File: src/shared/srh_pkg.sv
package srh_pkg;

    // Register bus
    localparam int unsigned SRH_ADDR_W = 5;
    localparam int unsigned SRH_DATA_W = 16;

    // Register offsets
    localparam logic [4:0] SRH_OFS_RY0       = 5'h00;
    localparam logic [4:0] SRH_OFS_RY2       = 5'h01;
    localparam logic [4:0] SRH_OFS_RWW0      = 5'h02;
    localparam logic [4:0] SRH_OFS_RWW3      = 5'h05;
    localparam logic [4:0] SRH_OFS_RX0       = 5'h08;
    localparam logic [4:0] SRH_OFS_RWR0      = 5'h10;
    localparam logic [4:0] SRH_OFS_RWR6      = 5'h16;
    localparam logic [4:0] SRH_OFS_CFG       = 5'h18;
    localparam logic [4:0] SRH_OFS_IRQ_STAT  = 5'h19;
    localparam logic [4:0] SRH_OFS_IRQ_EN    = 5'h1a;
    localparam logic [4:0] SRH_OFS_IRQ_CLR   = 5'h1b;

    // Remote bit positions
    localparam int unsigned SRH_BIT_MON_REQ  = 8;
    localparam int unsigned SRH_BIT_CMD_REQ  = 9;
    localparam int unsigned SRH_BIT_SEL_LO   = 10;
    localparam int unsigned SRH_SEL_LO_W     = 5;
    localparam int unsigned SRH_BIT_SEL_HI   = 3;
    localparam int unsigned SRH_SEL_HI_W     = 3;
    localparam int unsigned SRH_SEL_W        = 8;

    // Configuration fields
    localparam int unsigned SRH_CFG_TWO_ST   = 0;

    // Interrupt status layout
    localparam int unsigned SRH_IRQ_W        = 4;
    localparam int unsigned SRH_IRQ_MON_ACK  = 0;
    localparam int unsigned SRH_IRQ_MON_ERR  = 1;
    localparam int unsigned SRH_IRQ_CMD_DONE = 2;
    localparam int unsigned SRH_IRQ_CMD_ERR  = 3;

    // Response codes
    localparam logic [15:0] SRH_RESP_NORMAL  = 16'h0000;
    localparam logic [15:0] SRH_RESP_ERROR   = 16'h0001;

    // Monitor source table
    localparam int unsigned SRH_MON_COUNT    = 16;
    localparam int unsigned SRH_MON_W        = 32;
    localparam int unsigned SRH_NUM_RWW      = 4;
    localparam int unsigned SRH_NUM_RWR      = 7;

    typedef struct packed {
        logic [15:0]                      ry0;
        logic [15:0]                      ry2;
        logic [SRH_NUM_RWW-1:0][15:0]     rww;
        logic [SRH_NUM_RWR-1:0][15:0]     rwr;
        logic                             two_st;
        logic [SRH_IRQ_W-1:0]             irq_st;
        logic [SRH_IRQ_W-1:0]             irq_en;
        logic [15:0]                      rdata;
        logic                             mon_ack;
        logic                             cmd_ack;
        logic                             cmd_busy;
        logic                             cmd_req_prev;
        logic                             cmd_start;
        logic [15:0]                      cmd_code;
        logic [SRH_SEL_W-1:0]             point_no;
        logic                             home_sel;
    } srh_state_t;

    localparam srh_state_t SRH_STATE_RESET = '0;

endpackage

File: src/design/srh_monitor_mux.sv
`timescale 1ns/1ps
module srh_monitor_mux
    import srh_pkg::*;
(
    // Monitor request
    input  wire logic [15:0]                        i_code,
    // Monitor sources from the servo core
    input  wire logic [SRH_MON_COUNT*SRH_MON_W-1:0] i_values,
    // Selected monitor
    output logic      [SRH_MON_W-1:0]               o_data,
    output logic                                    o_valid
);

    // Codes beyond the table answer zero and flag an error response
    always_comb begin
        o_data  = '0;
        o_valid = 1'b0;
        if (i_code < 16'(SRH_MON_COUNT)) begin
            o_data  = i_values[i_code[3:0]*SRH_MON_W +: SRH_MON_W];
            o_valid = 1'b1;
        end
    end

endmodule

File: src/design/srh_remote_request.sv
`timescale 1ns/1ps
// What this block does
// - Monitor request raises: load monitor data and response, raise monitor acknowledge together.
// - While monitor request stays high, refresh monitor read words every cycle.
// - One station: codes in words 0,1; data in read 0,1; response in read 2.
// - Two stations: monitor 1 result low half read 0, high half read 1.
// - Two stations: monitor 2 code from word 2, result halves in read 5 and 6.
// - Command request rising runs the instruction code held in write word 2.
// - On completion write response into read word 2 and raise command acknowledge.
// - Eight selection bits form a binary point number; zero selects home return.
// - Values 1 to 255 are plain binary weights of the eight selection bits.
// - One station maps only the five low selection bits; upper bits read as zero.
module srh_remote_request
    import srh_pkg::*;
(
    // Clock and reset
    input  wire logic                                i_clk,
    input  wire logic                                i_rst,
    // Register port
    input  wire logic [SRH_ADDR_W-1:0]               i_addr,
    input  wire logic [SRH_DATA_W-1:0]               i_wr_data,
    input  wire logic                                i_wr_en,
    input  wire logic                                i_rd_en,
    output logic      [SRH_DATA_W-1:0]               o_rd_data,
    // Servo core monitor sources
    input  wire logic [SRH_MON_COUNT*SRH_MON_W-1:0]  i_mon_values,
    // Servo core command execution
    output logic                                     o_cmd_start,
    output logic      [15:0]                         o_cmd_code,
    input  wire logic                                i_cmd_done,
    input  wire logic                                i_cmd_error,
    // Point table selection
    output logic      [SRH_SEL_W-1:0]                o_point_no,
    output logic                                     o_home_select,
    // Acknowledge bits
    output logic                                     o_mon_ack,
    output logic                                     o_cmd_ack,
    // Interrupt
    output logic                                     o_irq
);

    srh_state_t s_q;
    srh_state_t s_d;

    logic [15:0]          mon2_code;
    logic [SRH_MON_W-1:0] mon1_data;
    logic [SRH_MON_W-1:0] mon2_data;
    logic                 mon1_ok;
    logic                 mon2_ok;

    function automatic logic [15:0] resp_code(input logic ok);
        return ok ? SRH_RESP_NORMAL : SRH_RESP_ERROR;
    endfunction

    function automatic logic in_range(input logic [4:0] a, input logic [4:0] lo, input logic [4:0] hi);
        return (a >= lo) && (a <= hi);
    endfunction

    // Two stations move monitor 2 code to write word 2
    assign mon2_code = s_q.two_st ? s_q.rww[2] : s_q.rww[1];

    srh_monitor_mux u_mon1 (
        .i_code   (s_q.rww[0]),
        .i_values (i_mon_values),
        .o_data   (mon1_data),
        .o_valid  (mon1_ok)
    );

    srh_monitor_mux u_mon2 (
        .i_code   (mon2_code),
        .i_values (i_mon_values),
        .o_data   (mon2_data),
        .o_valid  (mon2_ok)
    );

    always_comb begin
        logic                 mon_req;
        logic                 cmd_req;
        logic [SRH_IRQ_W-1:0] ev;
        logic [SRH_IRQ_W-1:0] clr;
        logic [SRH_SEL_W-1:0] sel;
        logic [4:0]           idx;
        mon_req = 1'b0;
        cmd_req = 1'b0;
        ev      = '0;
        clr     = '0;
        sel     = '0;
        idx     = '0;
        s_d     = s_q;

        s_d.rdata     = '0;
        s_d.cmd_start = 1'b0;

        // Register writes; read-only offsets and unmapped ones are ignored
        if (i_wr_en) begin
            if (i_addr == SRH_OFS_RY0) begin
                s_d.ry0 = i_wr_data;
            end else if (i_addr == SRH_OFS_RY2) begin
                s_d.ry2 = i_wr_data;
            end else if (in_range(i_addr, SRH_OFS_RWW0, SRH_OFS_RWW3)) begin
                idx = i_addr - SRH_OFS_RWW0;
                s_d.rww[idx[1:0]] = i_wr_data;
            end else if (i_addr == SRH_OFS_CFG) begin
                s_d.two_st = i_wr_data[SRH_CFG_TWO_ST];
            end else if (i_addr == SRH_OFS_IRQ_EN) begin
                s_d.irq_en = i_wr_data[SRH_IRQ_W-1:0];
            end else if (i_addr == SRH_OFS_IRQ_CLR) begin
                clr = i_wr_data[SRH_IRQ_W-1:0];
            end
        end

        // Register reads, data valid only in the following cycle
        if (i_rd_en) begin
            if (i_addr == SRH_OFS_RY0) begin
                s_d.rdata = s_q.ry0;
            end else if (i_addr == SRH_OFS_RY2) begin
                s_d.rdata = s_q.ry2;
            end else if (in_range(i_addr, SRH_OFS_RWW0, SRH_OFS_RWW3)) begin
                idx = i_addr - SRH_OFS_RWW0;
                s_d.rdata = s_q.rww[idx[1:0]];
            end else if (i_addr == SRH_OFS_RX0) begin
                s_d.rdata[SRH_BIT_MON_REQ] = s_q.mon_ack;
                s_d.rdata[SRH_BIT_CMD_REQ] = s_q.cmd_ack;
            end else if (in_range(i_addr, SRH_OFS_RWR0, SRH_OFS_RWR6)) begin
                idx = i_addr - SRH_OFS_RWR0;
                s_d.rdata = s_q.rwr[idx[2:0]];
            end else if (i_addr == SRH_OFS_CFG) begin
                s_d.rdata[SRH_CFG_TWO_ST] = s_q.two_st;
            end else if (i_addr == SRH_OFS_IRQ_STAT) begin
                s_d.rdata[SRH_IRQ_W-1:0] = s_q.irq_st;
            end else if (i_addr == SRH_OFS_IRQ_EN) begin
                s_d.rdata[SRH_IRQ_W-1:0] = s_q.irq_en;
            end
        end

        // Monitor handshake; data follows the live sources each cycle
        mon_req = s_q.ry0[SRH_BIT_MON_REQ];
        if (mon_req) begin
            if (s_q.two_st) begin
                s_d.rwr[0] = mon1_data[15:0];
                s_d.rwr[1] = mon1_data[31:16];
                s_d.rwr[5] = mon2_data[15:0];
                s_d.rwr[6] = mon2_data[31:16];
            end else begin
                s_d.rwr[0] = mon1_data[15:0];
                s_d.rwr[1] = mon2_data[15:0];
            end
            s_d.rwr[2] = resp_code(mon1_ok && mon2_ok);
            s_d.mon_ack = 1'b1;
            if (!s_q.mon_ack) begin
                ev[SRH_IRQ_MON_ACK] = 1'b1;
                ev[SRH_IRQ_MON_ERR] = !(mon1_ok && mon2_ok);
            end
        end else begin
            s_d.mon_ack = 1'b0;
        end

        // Command handshake; only a fresh rising request starts execution
        cmd_req = s_q.ry0[SRH_BIT_CMD_REQ];
        s_d.cmd_req_prev = cmd_req;
        if (cmd_req && !s_q.cmd_req_prev && !s_q.cmd_busy && !s_q.cmd_ack) begin
            s_d.cmd_start = 1'b1;
            s_d.cmd_busy  = 1'b1;
            s_d.cmd_code  = s_q.rww[2];
        end
        if (s_q.cmd_busy && i_cmd_done) begin
            // Completion wins over the monitor refresh of read word 2
            s_d.cmd_busy = 1'b0;
            s_d.rwr[2]   = resp_code(!i_cmd_error);
            s_d.cmd_ack  = cmd_req;
            ev[SRH_IRQ_CMD_DONE] = 1'b1;
            ev[SRH_IRQ_CMD_ERR]  = i_cmd_error;
        end
        if (!cmd_req) begin
            s_d.cmd_ack = 1'b0;
        end

        // Point table selection
        sel[SRH_SEL_LO_W-1:0] = s_q.ry0[SRH_BIT_SEL_LO +: SRH_SEL_LO_W];
        if (s_q.two_st) begin
            sel[SRH_SEL_W-1:SRH_SEL_LO_W] = s_q.ry2[SRH_BIT_SEL_HI +: SRH_SEL_HI_W];
        end
        s_d.point_no = sel;
        s_d.home_sel = (sel == '0);

        // Sticky status: a set in the same cycle beats the clear
        s_d.irq_st = (s_q.irq_st & ~clr) | ev;
    end

    always_ff @(posedge i_clk) begin
        if (i_rst) begin
            s_q <= SRH_STATE_RESET;
        end else begin
            s_q <= s_d;
        end
    end

    assign o_rd_data     = s_q.rdata;
    assign o_cmd_start   = s_q.cmd_start;
    assign o_cmd_code    = s_q.cmd_code;
    assign o_point_no    = s_q.point_no;
    assign o_home_select = s_q.home_sel;
    assign o_mon_ack     = s_q.mon_ack;
    assign o_cmd_ack     = s_q.cmd_ack;
    assign o_irq         = |(s_q.irq_st & s_q.irq_en);

endmodule

File: config.mk
export PLATFORM = sky130hd
export DESIGN_NAME = srh_remote_request
export DESIGN_NICKNAME = d
export VERILOG_FILES = /design/src/shared/srh_pkg.sv /design/src/design/srh_monitor_mux.sv /design/src/design/srh_remote_request.sv
export SDC_FILE = /design/constraint.sdc
export NUM_CORES = 1
export LEC_CHECK = 0
export ABC_CLOCK_PERIOD_IN_PS = 4400
export BUFFER_PORTS_ARGS = -buffer_cell sky130_fd_sc_hd__buf_2
export CAP_MARGIN = 15
export CORE_ASPECT_RATIO = 0.7
export CORE_MARGIN = 10
export CORE_UTILIZATION = 33
export CTS_CLUSTER_SIZE = 16
export DETAILED_ROUTE_END_ITERATION = 16
export GPL_TIMING_DRIVEN = 0
export HOLD_SLACK_MARGIN = 0.02
export MAX_ROUTING_LAYER = met4
export PLACE_DENSITY = 0.66
export SLEW_MARGIN = 0
export SYNTH_ARGS = -nofsm -noshare
export SYNTH_HDL_FRONTEND = slang
export SYNTH_SLANG_ARGS = --single-unit
File: constraint.sdc
create_clock -name i_clk -period 4.4 [get_ports i_clk]
set_input_delay 0.88 -clock i_clk [delete_from_list [all_inputs] [get_ports i_clk]]
set_output_delay 0.88 -clock i_clk [all_outputs]
set_load 0.1 [all_outputs]
# Word level (Yosys, flattened, before mapping)
# Cells that the tools add are included.
dict set report word_totals {
  output_inout_bits 45
  input_bits 539
  elab_cells 119
  ff_bits 231
}
dict set report op_classes {
  n_addsub 2
  bitwise_logic 10
  eq_ne 6
  n_lt_le_gt_ge 9
  shift 2
  n_mux 42
  reduce_logical 25
}
# cell n
set op_table {}
lappend op_table {{$shiftx 512x10->32} 2}
lappend op_table {{$mux 16} 8}
lappend op_table {{$mux 32} 3}
lappend op_table {{$bwmux 64} 1}
lappend op_table {{$bmux 16 s3} 1}
lappend op_table {{$mux 48} 1}
lappend op_table {{$mux 4} 10}
lappend op_table {{$bmux 16 s2} 1}
lappend op_table {{$demux 16 s2} 1}
lappend op_table {{$lt 16x5->1 const B} 2}
lappend op_table {{$eq 5x5->1 const B} 4}
lappend op_table {{$mux 17} 1}
lappend op_table {{$mux 12} 1}
lappend op_table {{$and 4x4->4} 2}
lappend op_table {{$logic_and 1x1->1} 8}
lappend op_table {{$logic_not 8->1} 1}
lappend op_table {{$mux 2} 4}
lappend op_table {{$mux 8} 1}
lappend op_table {{$mux 1} 6}
lappend op_table {{$mux 3} 2}
lappend op_table {{$mux 6} 1}
lappend op_table {{$not 1->1} 6}
lappend op_table {{$reduce_and 6->1} 1}
lappend op_table {{$reduce_or 2->1} 3}
lappend op_table {{21 further kinds} 25}

# Logic depth before layout (Yosys ltp)
# Gate-level depths: netlist of run 1.
dict set report logic_depth {
  ltp_word 11
  depth_mapped 11
  mapped_depth_nobuf 6
}

# Hierarchy
# From an unflattened synthesis of run 1, not the netlist that was laid out.
dict set report hier_totals {
  hier_cells 1605
  hier_area_um2 17580.6
}
# module area_per_inst_um2 cells_each seq_area_each_um2 n_inst
set modules_own_cells {}
lappend modules_own_cells {srh_remote_request 9510.4 1045 4324.1 1}
lappend modules_own_cells {srh_monitor_mux 4035.1 280 0.0 2}

# Worst setup path before layout of run 1
# No wires, ideal clock.
dict set report synth_timing {
  path_kind {input -> register}
  startpoint {input i_addr[0]}
  endpoint {register s_q (netlist bit o_rd_data[11])}
  n_path_buf 3
  setup_ps 124
  t_arrival_ps 2367
  cell_stages 6
  setup_slack_ps 1909
  t_required_ps 4276
  cell_sequence {buf_2 clkbuf_1 clkbuf_1 mux4_2 a221oi_1 a21oi_1}
}
dict set report synth_via {
  elab_chain_cells 8
  word_cells_on_any_way 20
  cone_classes {add/sub: 2; order compare: 4; eq/ne: 2; mux: 9; reduce/logical: 3}
}
# element line_no
set synth_lines {}
lappend synth_lines {{start, declared} srh_remote_request.sv:20} ;# input wire logic [SRH_ADDR_W-1:0] i_addr,
lappend synth_lines {{$sub 3x1->3} srh_remote_request.sv:125} ;# idx = i_addr - SRH_OFS_RWR0;
lappend synth_lines {{$bmux 16 s3} srh_remote_request.sv:126} ;# s_d.rdata = s_q.rwr[idx[2:0]];
lappend synth_lines {{$mux 16 (not written as such)} srh_remote_request.sv:126}
lappend synth_lines {{$mux 12} srh_remote_request.sv:124} ;# end else if (in_range(i_addr, SRH_OFS_RWR0, SRH_OFS_RWR6)) begin
lappend synth_lines {{$mux 6} srh_remote_request.sv:121} ;# end else if (i_addr == SRH_OFS_RX0) begin
lappend synth_lines {{$mux 16} srh_remote_request.sv:118} ;# end else if (in_range(i_addr, SRH_OFS_RWW0, SRH_OFS_RWW3)) begin
lappend synth_lines {{$mux 16} srh_remote_request.sv:116} ;# end else if (i_addr == SRH_OFS_RY2) begin
lappend synth_lines {{$mux 16 *} srh_remote_request.sv:114} ;# if (i_addr == SRH_OFS_RY0) begin
lappend synth_lines {{end signal, assigned} srh_remote_request.sv:192} ;# s_q <= SRH_STATE_RESET;
lappend synth_lines {{end signal, assigned} srh_remote_request.sv:194} ;# s_q <= s_d;
lappend synth_lines {{end, declared} srh_remote_request.sv:42} ;# srh_state_t s_q;
# Every way passes the cells marked *; elsewhere a longest branch is shown, timed or not. The select of a mux whose other input is x is not followed.
# A chain may end at the register's enable or synchronous reset.

# Worst setup path after layout of run 1
dict set report layout_timing {
  startpoint {register s_q[168] (netlist bit)}
  endpoint {register s_q[80] (netlist bit)}
}
dict set report layout_via {
  elab_chain_cells 3
  word_cells_on_any_way 4
  cone_classes {order compare: 1; shift: 1; mux: 2}
}
# element line_no
set layout_lines {}
lappend layout_lines {{$shiftx 512x10->32 / $lt 16x5->1 (equally long branches)} {srh_monitor_mux.sv:19, srh_monitor_mux.sv:18}}
lappend layout_lines {{$mux 32 *} srh_monitor_mux.sv:18} ;# if (i_code < 16'(SRH_MON_COUNT)) begin
lappend layout_lines {{$mux 32 *} srh_remote_request.sv:139} ;# if (s_q.two_st) begin
# Every way passes the cells marked *; elsewhere a longest branch is shown, timed or not.

==> results.cfg, run 1 <==
[synthesis]
synth.net_count = 2782
synthAdderAreaFrac_pct = 0
synth_top_family_by_area = multiplexers
synth-compound-area-share_pct = 25.2
synthSimpleGateAreaFrac_pct = 14.6
synth_xor_area_share_pct = 0.0454
synth-edff-count = 0
yosysWarnings = 0
netlist_instances = 2243
postSynth.asyncResetShare_pct = 0
yosysTopAreaCell = dfxtp_1
ys_types = 67
avgSynthCellArea_sq_um = 8.60
synth.top_cell.area_share_pct = 22.4
seq_area_frac_synth_pct = 22.4
synth_area_sq_um = 19300
ys.flop_type = dfxtp_1
synthMuxAreaShare_pct = 30.3
synthTopCellsByArea = dfxtp_1, mux4_2, nand2_1
synth-seq-cells = 216

[timing]
min_period_ps = 4340
hold_viol_final = 0
fmax_mhz = 231
post-route-period-util_pct = 98.6
drv_slew = 0
setup_viol = 0
slew_headroom_pct = 11.9
rsz0062_at_grt = false
layout_setup_ws_ps = 63.6
clock_skew_ps = 23.4
tns_ps = 0
worst_pin_slew_ps = 1320

[floorplan]
die_area_sq_um = 68700
ioPinCount = 584
die_width_um = 309
die_h_um = 222
initial_utilization_pct = 33.2
num_rows = 74
core_sq_um = 58100

[worst_setup_path]
worst-endpoint-arrival_ps = 4740
worstPathRequired_ps = 4800
r2r_end = s_q[80]
end_kind = flip-flop
critical_path_class = flip-flop to flip-flop
r2r_start = s_q[168]
rr_worst_depth = 9
timing.reg2reg.setup_slack_ps = 60
worstSetupStartpointType = flip-flop
crit_fanout = 10

[cts]
cts_tree = done
h-tree-depth = 1
path_clk_slew_ps = 70
cts_sinks = 216
root_buffer = clkbuf_16
cts_hold_buf = 0
insertion_delay_ps = 530
cts_resized = 0
clock_path_buffers = 3
cts_buffers = 21
post-cts-setup-buffers = 0

[worst_hold_path]
hold_path.class = flip-flop to flip-flop
hold_depth = 2
whs_endpoint = s_q[222]
worstHoldStart = s_q[222]

[power_and_ir_drop]
netSwitchingFraction_pct = 29.7
power.density_nw_per_um2 = 207
clkPwrFrac_pct = 38.0
p_comb_share_pct = 22.2
vdd_drop_max_uv = 237
power.leakage_nw = 9.37
p_int_mw = 3.48
p_switching_mw = 1.47
power_frac_seq_pct = 39.9

[cells_and_area]
nNetsFinal = 3385
final_cell_area_sq_um = 24000
area_delta_synth_final_pct = 24.3
drive_above_1_share_pct = 35.1

[grt]
gr-total-overflow = 0
grt_usage_pct = 36.4
grt_pass1_wl_mm = 176
grt_max_degree = 16
antenna_found_initial = 28
grt_pass1_vias = 23200

[placed_design]
routabilityCongestion = 1.10
pre_cts_ws_ps = 377
placed_area_sq_um = 23200
hpwl_mm = 105
io_buffers = 576

[status]
status = finished clean

[route]
drtIter0Drc = 4527
dr.pass1.iters = 6
ant_nets = 0
route.detailed.vias_per_inst = 6.73
vias = 24600
drt_drc_violations_left = 0
postRouteWirelength_mm = 128
wl_per_cell_um = 35.2

[run]
maxCapViolCount = 0
## power groups by stage
| stage | logic (mW) | registers (mW) | clock network (mW) |
|---|---|---|---|
| 5_1_grt | 1.12 | 1.97 | 1.98 |
| 3_3_place_gp | 1.03 | 2.02 | 0 |
| 3_5_place_dp | 1.03 | 2.02 | 0 |
| 2_1_floorplan | 0.445 | 2.02 | 0 |
| 6_report | 1.10 | 1.97 | 1.88 |
| 4_1_cts | 1.04 | 1.97 | 1.89 |
## layer usage
layer | share of wire, % | wire length, um | vias up | global-route usage, %
met4 | 5.6 | 7190 | 0 | 15.3
met5 | 0 | 0 | - | -
li1 | - | - | 9740 | -
met1 | 38 | 49100 | 11800 | 45.4
met3 | 18 | 22800 | 507 | 19.2
met2 | 38 | 49400 | 2511 | 47.9
## critical path: stages (launching register included)
cell and delay (ps):
dfxtp_1 300, buf_2 410, buf_2 570, clkbuf_1 720, buf_2 560, mux2i_1 260, nor2_1 50, a21oi_1 810
o22ai_1 210, a211o_1 310
## worst max path at each step
stage / endpoint / slack, ps / depth (start not counted) / startpoint
after global placement: s_q[74] / 370 / 9 / s_q[168]
after CTS: s_q[74] / 370 / 9 / s_q[168]
after floorplan: o_rd_data[11] / 1910 / 6 / i_addr[0]
after detailed placement: s_q[74] / 380 / 9 / s_q[168]
final: s_q[80] / 60 / 9 / s_q[168]
after global routing: s_q[80] / 260 / 9 / s_q[168]
## registers in the layout, summed over array words and instances (netlist names)
name,count
s_q,166
o_cmd_code,16
o_rd_data,16
o_point_no,8
s_d,6
o_cmd_ack,1
o_cmd_start,1
o_home_select,1
o_mon_ack,1
## cells in the final DEF, fill, tap and decap left out, types with 5 or more instances in the layout
cell type and instances:
clkbuf_16 21, a21boi_0 74, a221oi_1 29, buf_1 8, a31oi_1 7, mux4_2 190
buf_2 656, dfxtp_1 216, nor2_1 142, diode_2 31, o21ai_1 18, inv_1 9
nor4_1 8, and2_1 7, buf_6 7, a21oi_1 170, o211ai_1 55, o22ai_1 35
a32o_1 16, clkbuf_1 133, and3_1 7, a2bb2oi_1 5, mux2i_1 101, o221ai_1 30
a22oi_1 11, buf_4 54, a211o_1 15, nand2_1 426, a22o_1 24, nand3_1 19
nor2b_1 20, a311oi_1 12, a211oi_1 85, nand4_1 6, mux2_2 46, o21ai_0 117
o311ai_1 5, clkbuf_8 8
## synth_stat cells, drive strengths merged, types with 6 or more instances
cell type,n
and2,7
mux4,190
o221ai,30
nor4,8
nor2,142
and3,7
nand4,6
mux2i,102
dfxtp,216
inv,10
a31oi,7
a21boi,75
o22ai,35
a22o,24
a221oi,29
o21ai,135
nand2,426
a22oi,11
buf,149
a32o,16
a211oi,85
clkbuf,130
o211ai,55
mux2,47
a211o,15
nand3,20
a311oi,12
a21oi,170
nor2b,20
## through the flow
stage / instances / util, % / hold WS, ps / power, mW
after floorplan: 2243 / - / 416 / 2.46
after global placement: 3579 / 39.8 / 441 / 3.05
after detailed placement: 3581 / 39.9 / 445 / 3.05
after CTS: 3618 / 41.1 / 454 / 4.90
after global routing: 3648 / 41.3 / 461 / 5.08
final: 3651 / 41.3 / 453 / 4.95
## cells by family (layout without fill, tap and decap cells)
family                 Yosys count  in the layout
AO/OA/AOI/OAI                  727            727
AND/OR/NAND/NOR                671            671
multiplexers                   339            339
buffers and inverters          289            906
flip-flops                     216            216
XOR/XNOR                         1              1
other                            0             31
## final cells by class
type                            instances  area (sq um)
Clock inverter                          5          56.3
Multi-Input combinational cell       1738         13500
Tap cell                              760           951
Sequential cell                       216          4320
Timing Repair Buffer                  580          2950
Buffer                                279          1410
Fill cell                            6027         34100
Clock buffer                           32           647
Inverter                               10          37.5
Antenna cell                           31          77.6
Power figures use the tool's default switching activity.
==> inputs of run 2 (changes only) <==
--- a/config.mk
+++ b/config.mk
@@ -8,15 +8,14 @@
 export ABC_CLOCK_PERIOD_IN_PS = 4400
 export BUFFER_PORTS_ARGS = -buffer_cell sky130_fd_sc_hd__buf_2
 export CAP_MARGIN = 15
-export CORE_ASPECT_RATIO = 0.7
-export CORE_MARGIN = 10
-export CORE_UTILIZATION = 33
+export CORE_AREA = 10 10 217 219
 export CTS_CLUSTER_SIZE = 16
 export DETAILED_ROUTE_END_ITERATION = 16
+export DIE_AREA = 0 0 227 229
 export GPL_TIMING_DRIVEN = 0
 export HOLD_SLACK_MARGIN = 0.02
 export MAX_ROUTING_LAYER = met4
-export PLACE_DENSITY = 0.66
+export PLACE_DENSITY = 0.83
 export SLEW_MARGIN = 0
 export SYNTH_ARGS = -nofsm -noshare
 export SYNTH_HDL_FRONTEND = slang
==> run 2 against run 1 <==
Net effect: sequential cell count unchanged; register-to-register slack improved by 90 ps; first-iteration DRC count rose by 2.1%; die area shrank 24%; sequential share of layout area up 0.18 points; utilization rose by 14 points; global-route usage rose by 11 points; hold slack got worse by 2.6 ps; largest power group unchanged; highest routed layer unchanged.
==> results.cfg, run 2 (synthesis gave the netlist of run 1 again) <==
[cts]
root_buffer = clkbuf_16
cts_resized = 0
clock_path_buffers = 3
cts_buffers = 22
cts_tree = done
cts_sinks = 216
path_clk_slew_ps = 60
h-tree-depth = 1
cts_hold_buf = 0
insertion_delay_ps = 510
post-cts-setup-buffers = 0

[route]
wl_per_cell_um = 36.6
route.detailed.vias_per_inst = 7.25
vias = 25100
postRouteWirelength_mm = 127
drt_drc_violations_left = 0
ant_nets = 0
drtIter0Drc = 4620
dr.pass1.iters = 7

[cells_and_area]
area_delta_synth_final_pct = 23.1
layout_commonest_cell = buf_2
largest_reg_flops = 166
final_cell_mix = buf_2, nand2_1, dfxtp_1, mux4_2, a21oi_1
top_register = s_q
drive_above_1_share_pct = 35.0
final_util_pct = 55.6
nFillCells = 4110
regArea_sq_um = 4320
final_cell_area_sq_um = 23700
multi_input_area_sq_um = 13500
nNetsFinal = 3384

[power_and_ir_drop]
p_switching_mw = 1.45
netSwitchingFraction_pct = 29.1
p_int_mw = 3.52
power_frac_seq_pct = 39.8
vdd_drop_max_uv = 247
power.leakage_nw = 9.36
power.total_mw = 4.96
p_comb_share_pct = 22.0
clkPwrFrac_pct = 38.2
power.density_nw_per_um2 = 209

[placed_design]
io_buffers = 576
placed_area_sq_um = 22900
hpwl_mm = 101
routabilityCongestion = 1.12

[floorplan]
die_h_um = 229
initial_utilization_pct = 45.2
ioPinCount = 584
num_rows = 76
core_sq_um = 42700
die_area_sq_um = 52000
die_width_um = 227

[timing]
min_period_ps = 4250
tns_ps = 0
drv_slew = 0
fmax_mhz = 236
hold_viol_final = 0
post-route-period-util_pct = 96.5
whs_ps = 451
rsz0062_at_grt = false
setup_viol = 0
clock_skew_ps = 18.5
worst_pin_slew_ps = 1460
slew_headroom_pct = 2.46

[worst_setup_path]
worstSetupStartpointType = flip-flop
critical_path_class = flip-flop to flip-flop
crit_fanout = 11
worst-endpoint-arrival_ps = 4640
worstPathRequired_ps = 4800
end_kind = flip-flop

[grt]
grt_max_degree = 14
antenna_found_initial = 57
gr-total-overflow = 0
grt_pass1_wl_mm = 175
grt_pass1_vias = 24100
grt_usage_pct = 47.9

[worst_hold_path]
hold_path.class = flip-flop to flip-flop

[status]
status = finished clean

[run]
maxCapViolCount = 0
[run 2: worst max-delay path, cell delays in order, from the launching register on]
cell	delay, ps
dfxtp_1	310
buf_2	360
buf_2	510
clkbuf_1	1120
mux4_2	510
mux2i_1	170
nor2_1	60
a21oi_1	600
o22ai_1	170
a211o_1	290
[run 2: worst paths after layout]
kind                                from  endpoint  slack, ps  cells past startpoint
worst min register to register  s_q[252]  s_q[252]        450                      2
worst max-delay path            s_q[168]   s_q[74]        150                      9
worst min-delay path            s_q[252]  s_q[252]        450                      2
worst max register to register  s_q[168]   s_q[74]        150                      9
[run 2: power groups by stage]
stage / clock network (mW) / logic, mW / registers, mW
2_1_floorplan: 0 / 0.445 / 2.02
3_3_place_gp: 0 / 1.01 / 2.02
3_5_place_dp: 0 / 1.02 / 2.02
4_1_cts: 1.87 / 1.02 / 1.97
5_1_grt: 1.96 / 1.11 / 1.97
6_report: 1.90 / 1.09 / 1.97
[run 2: area by class of cell]
cell class	instances	share of cell area, %
clock buffers	33	2.84
well taps	546	2.88
inverters	10	0.158
diodes	59	0.622
repair buffers	578	12.2
multi-input cells	1738	57.0
flip-flops and latches	216	18.2
clock inverters	4	0.200
plain buffers	279	5.93
[run 2: per-layer routing]
layer  GRT usage, %  wire length (um)  share of wire [%]  vias up
met3           17.5             19200                 15      777
met2           68.3             53300                 42     2662
met5              -                 0                  0        -
met1           54.7             43200                 34    11900
li1               -                 -                  -     9783
met4           34.0             11200                8.9        0
[run 2: stage by stage]
step                      worst slack (ps)  instances
after floorplan                       1910       2243
after detailed placement               622       3365
after CTS                              625       3402
final                                  154       3463
after global placement                 612       3365
after global routing                   379       3455
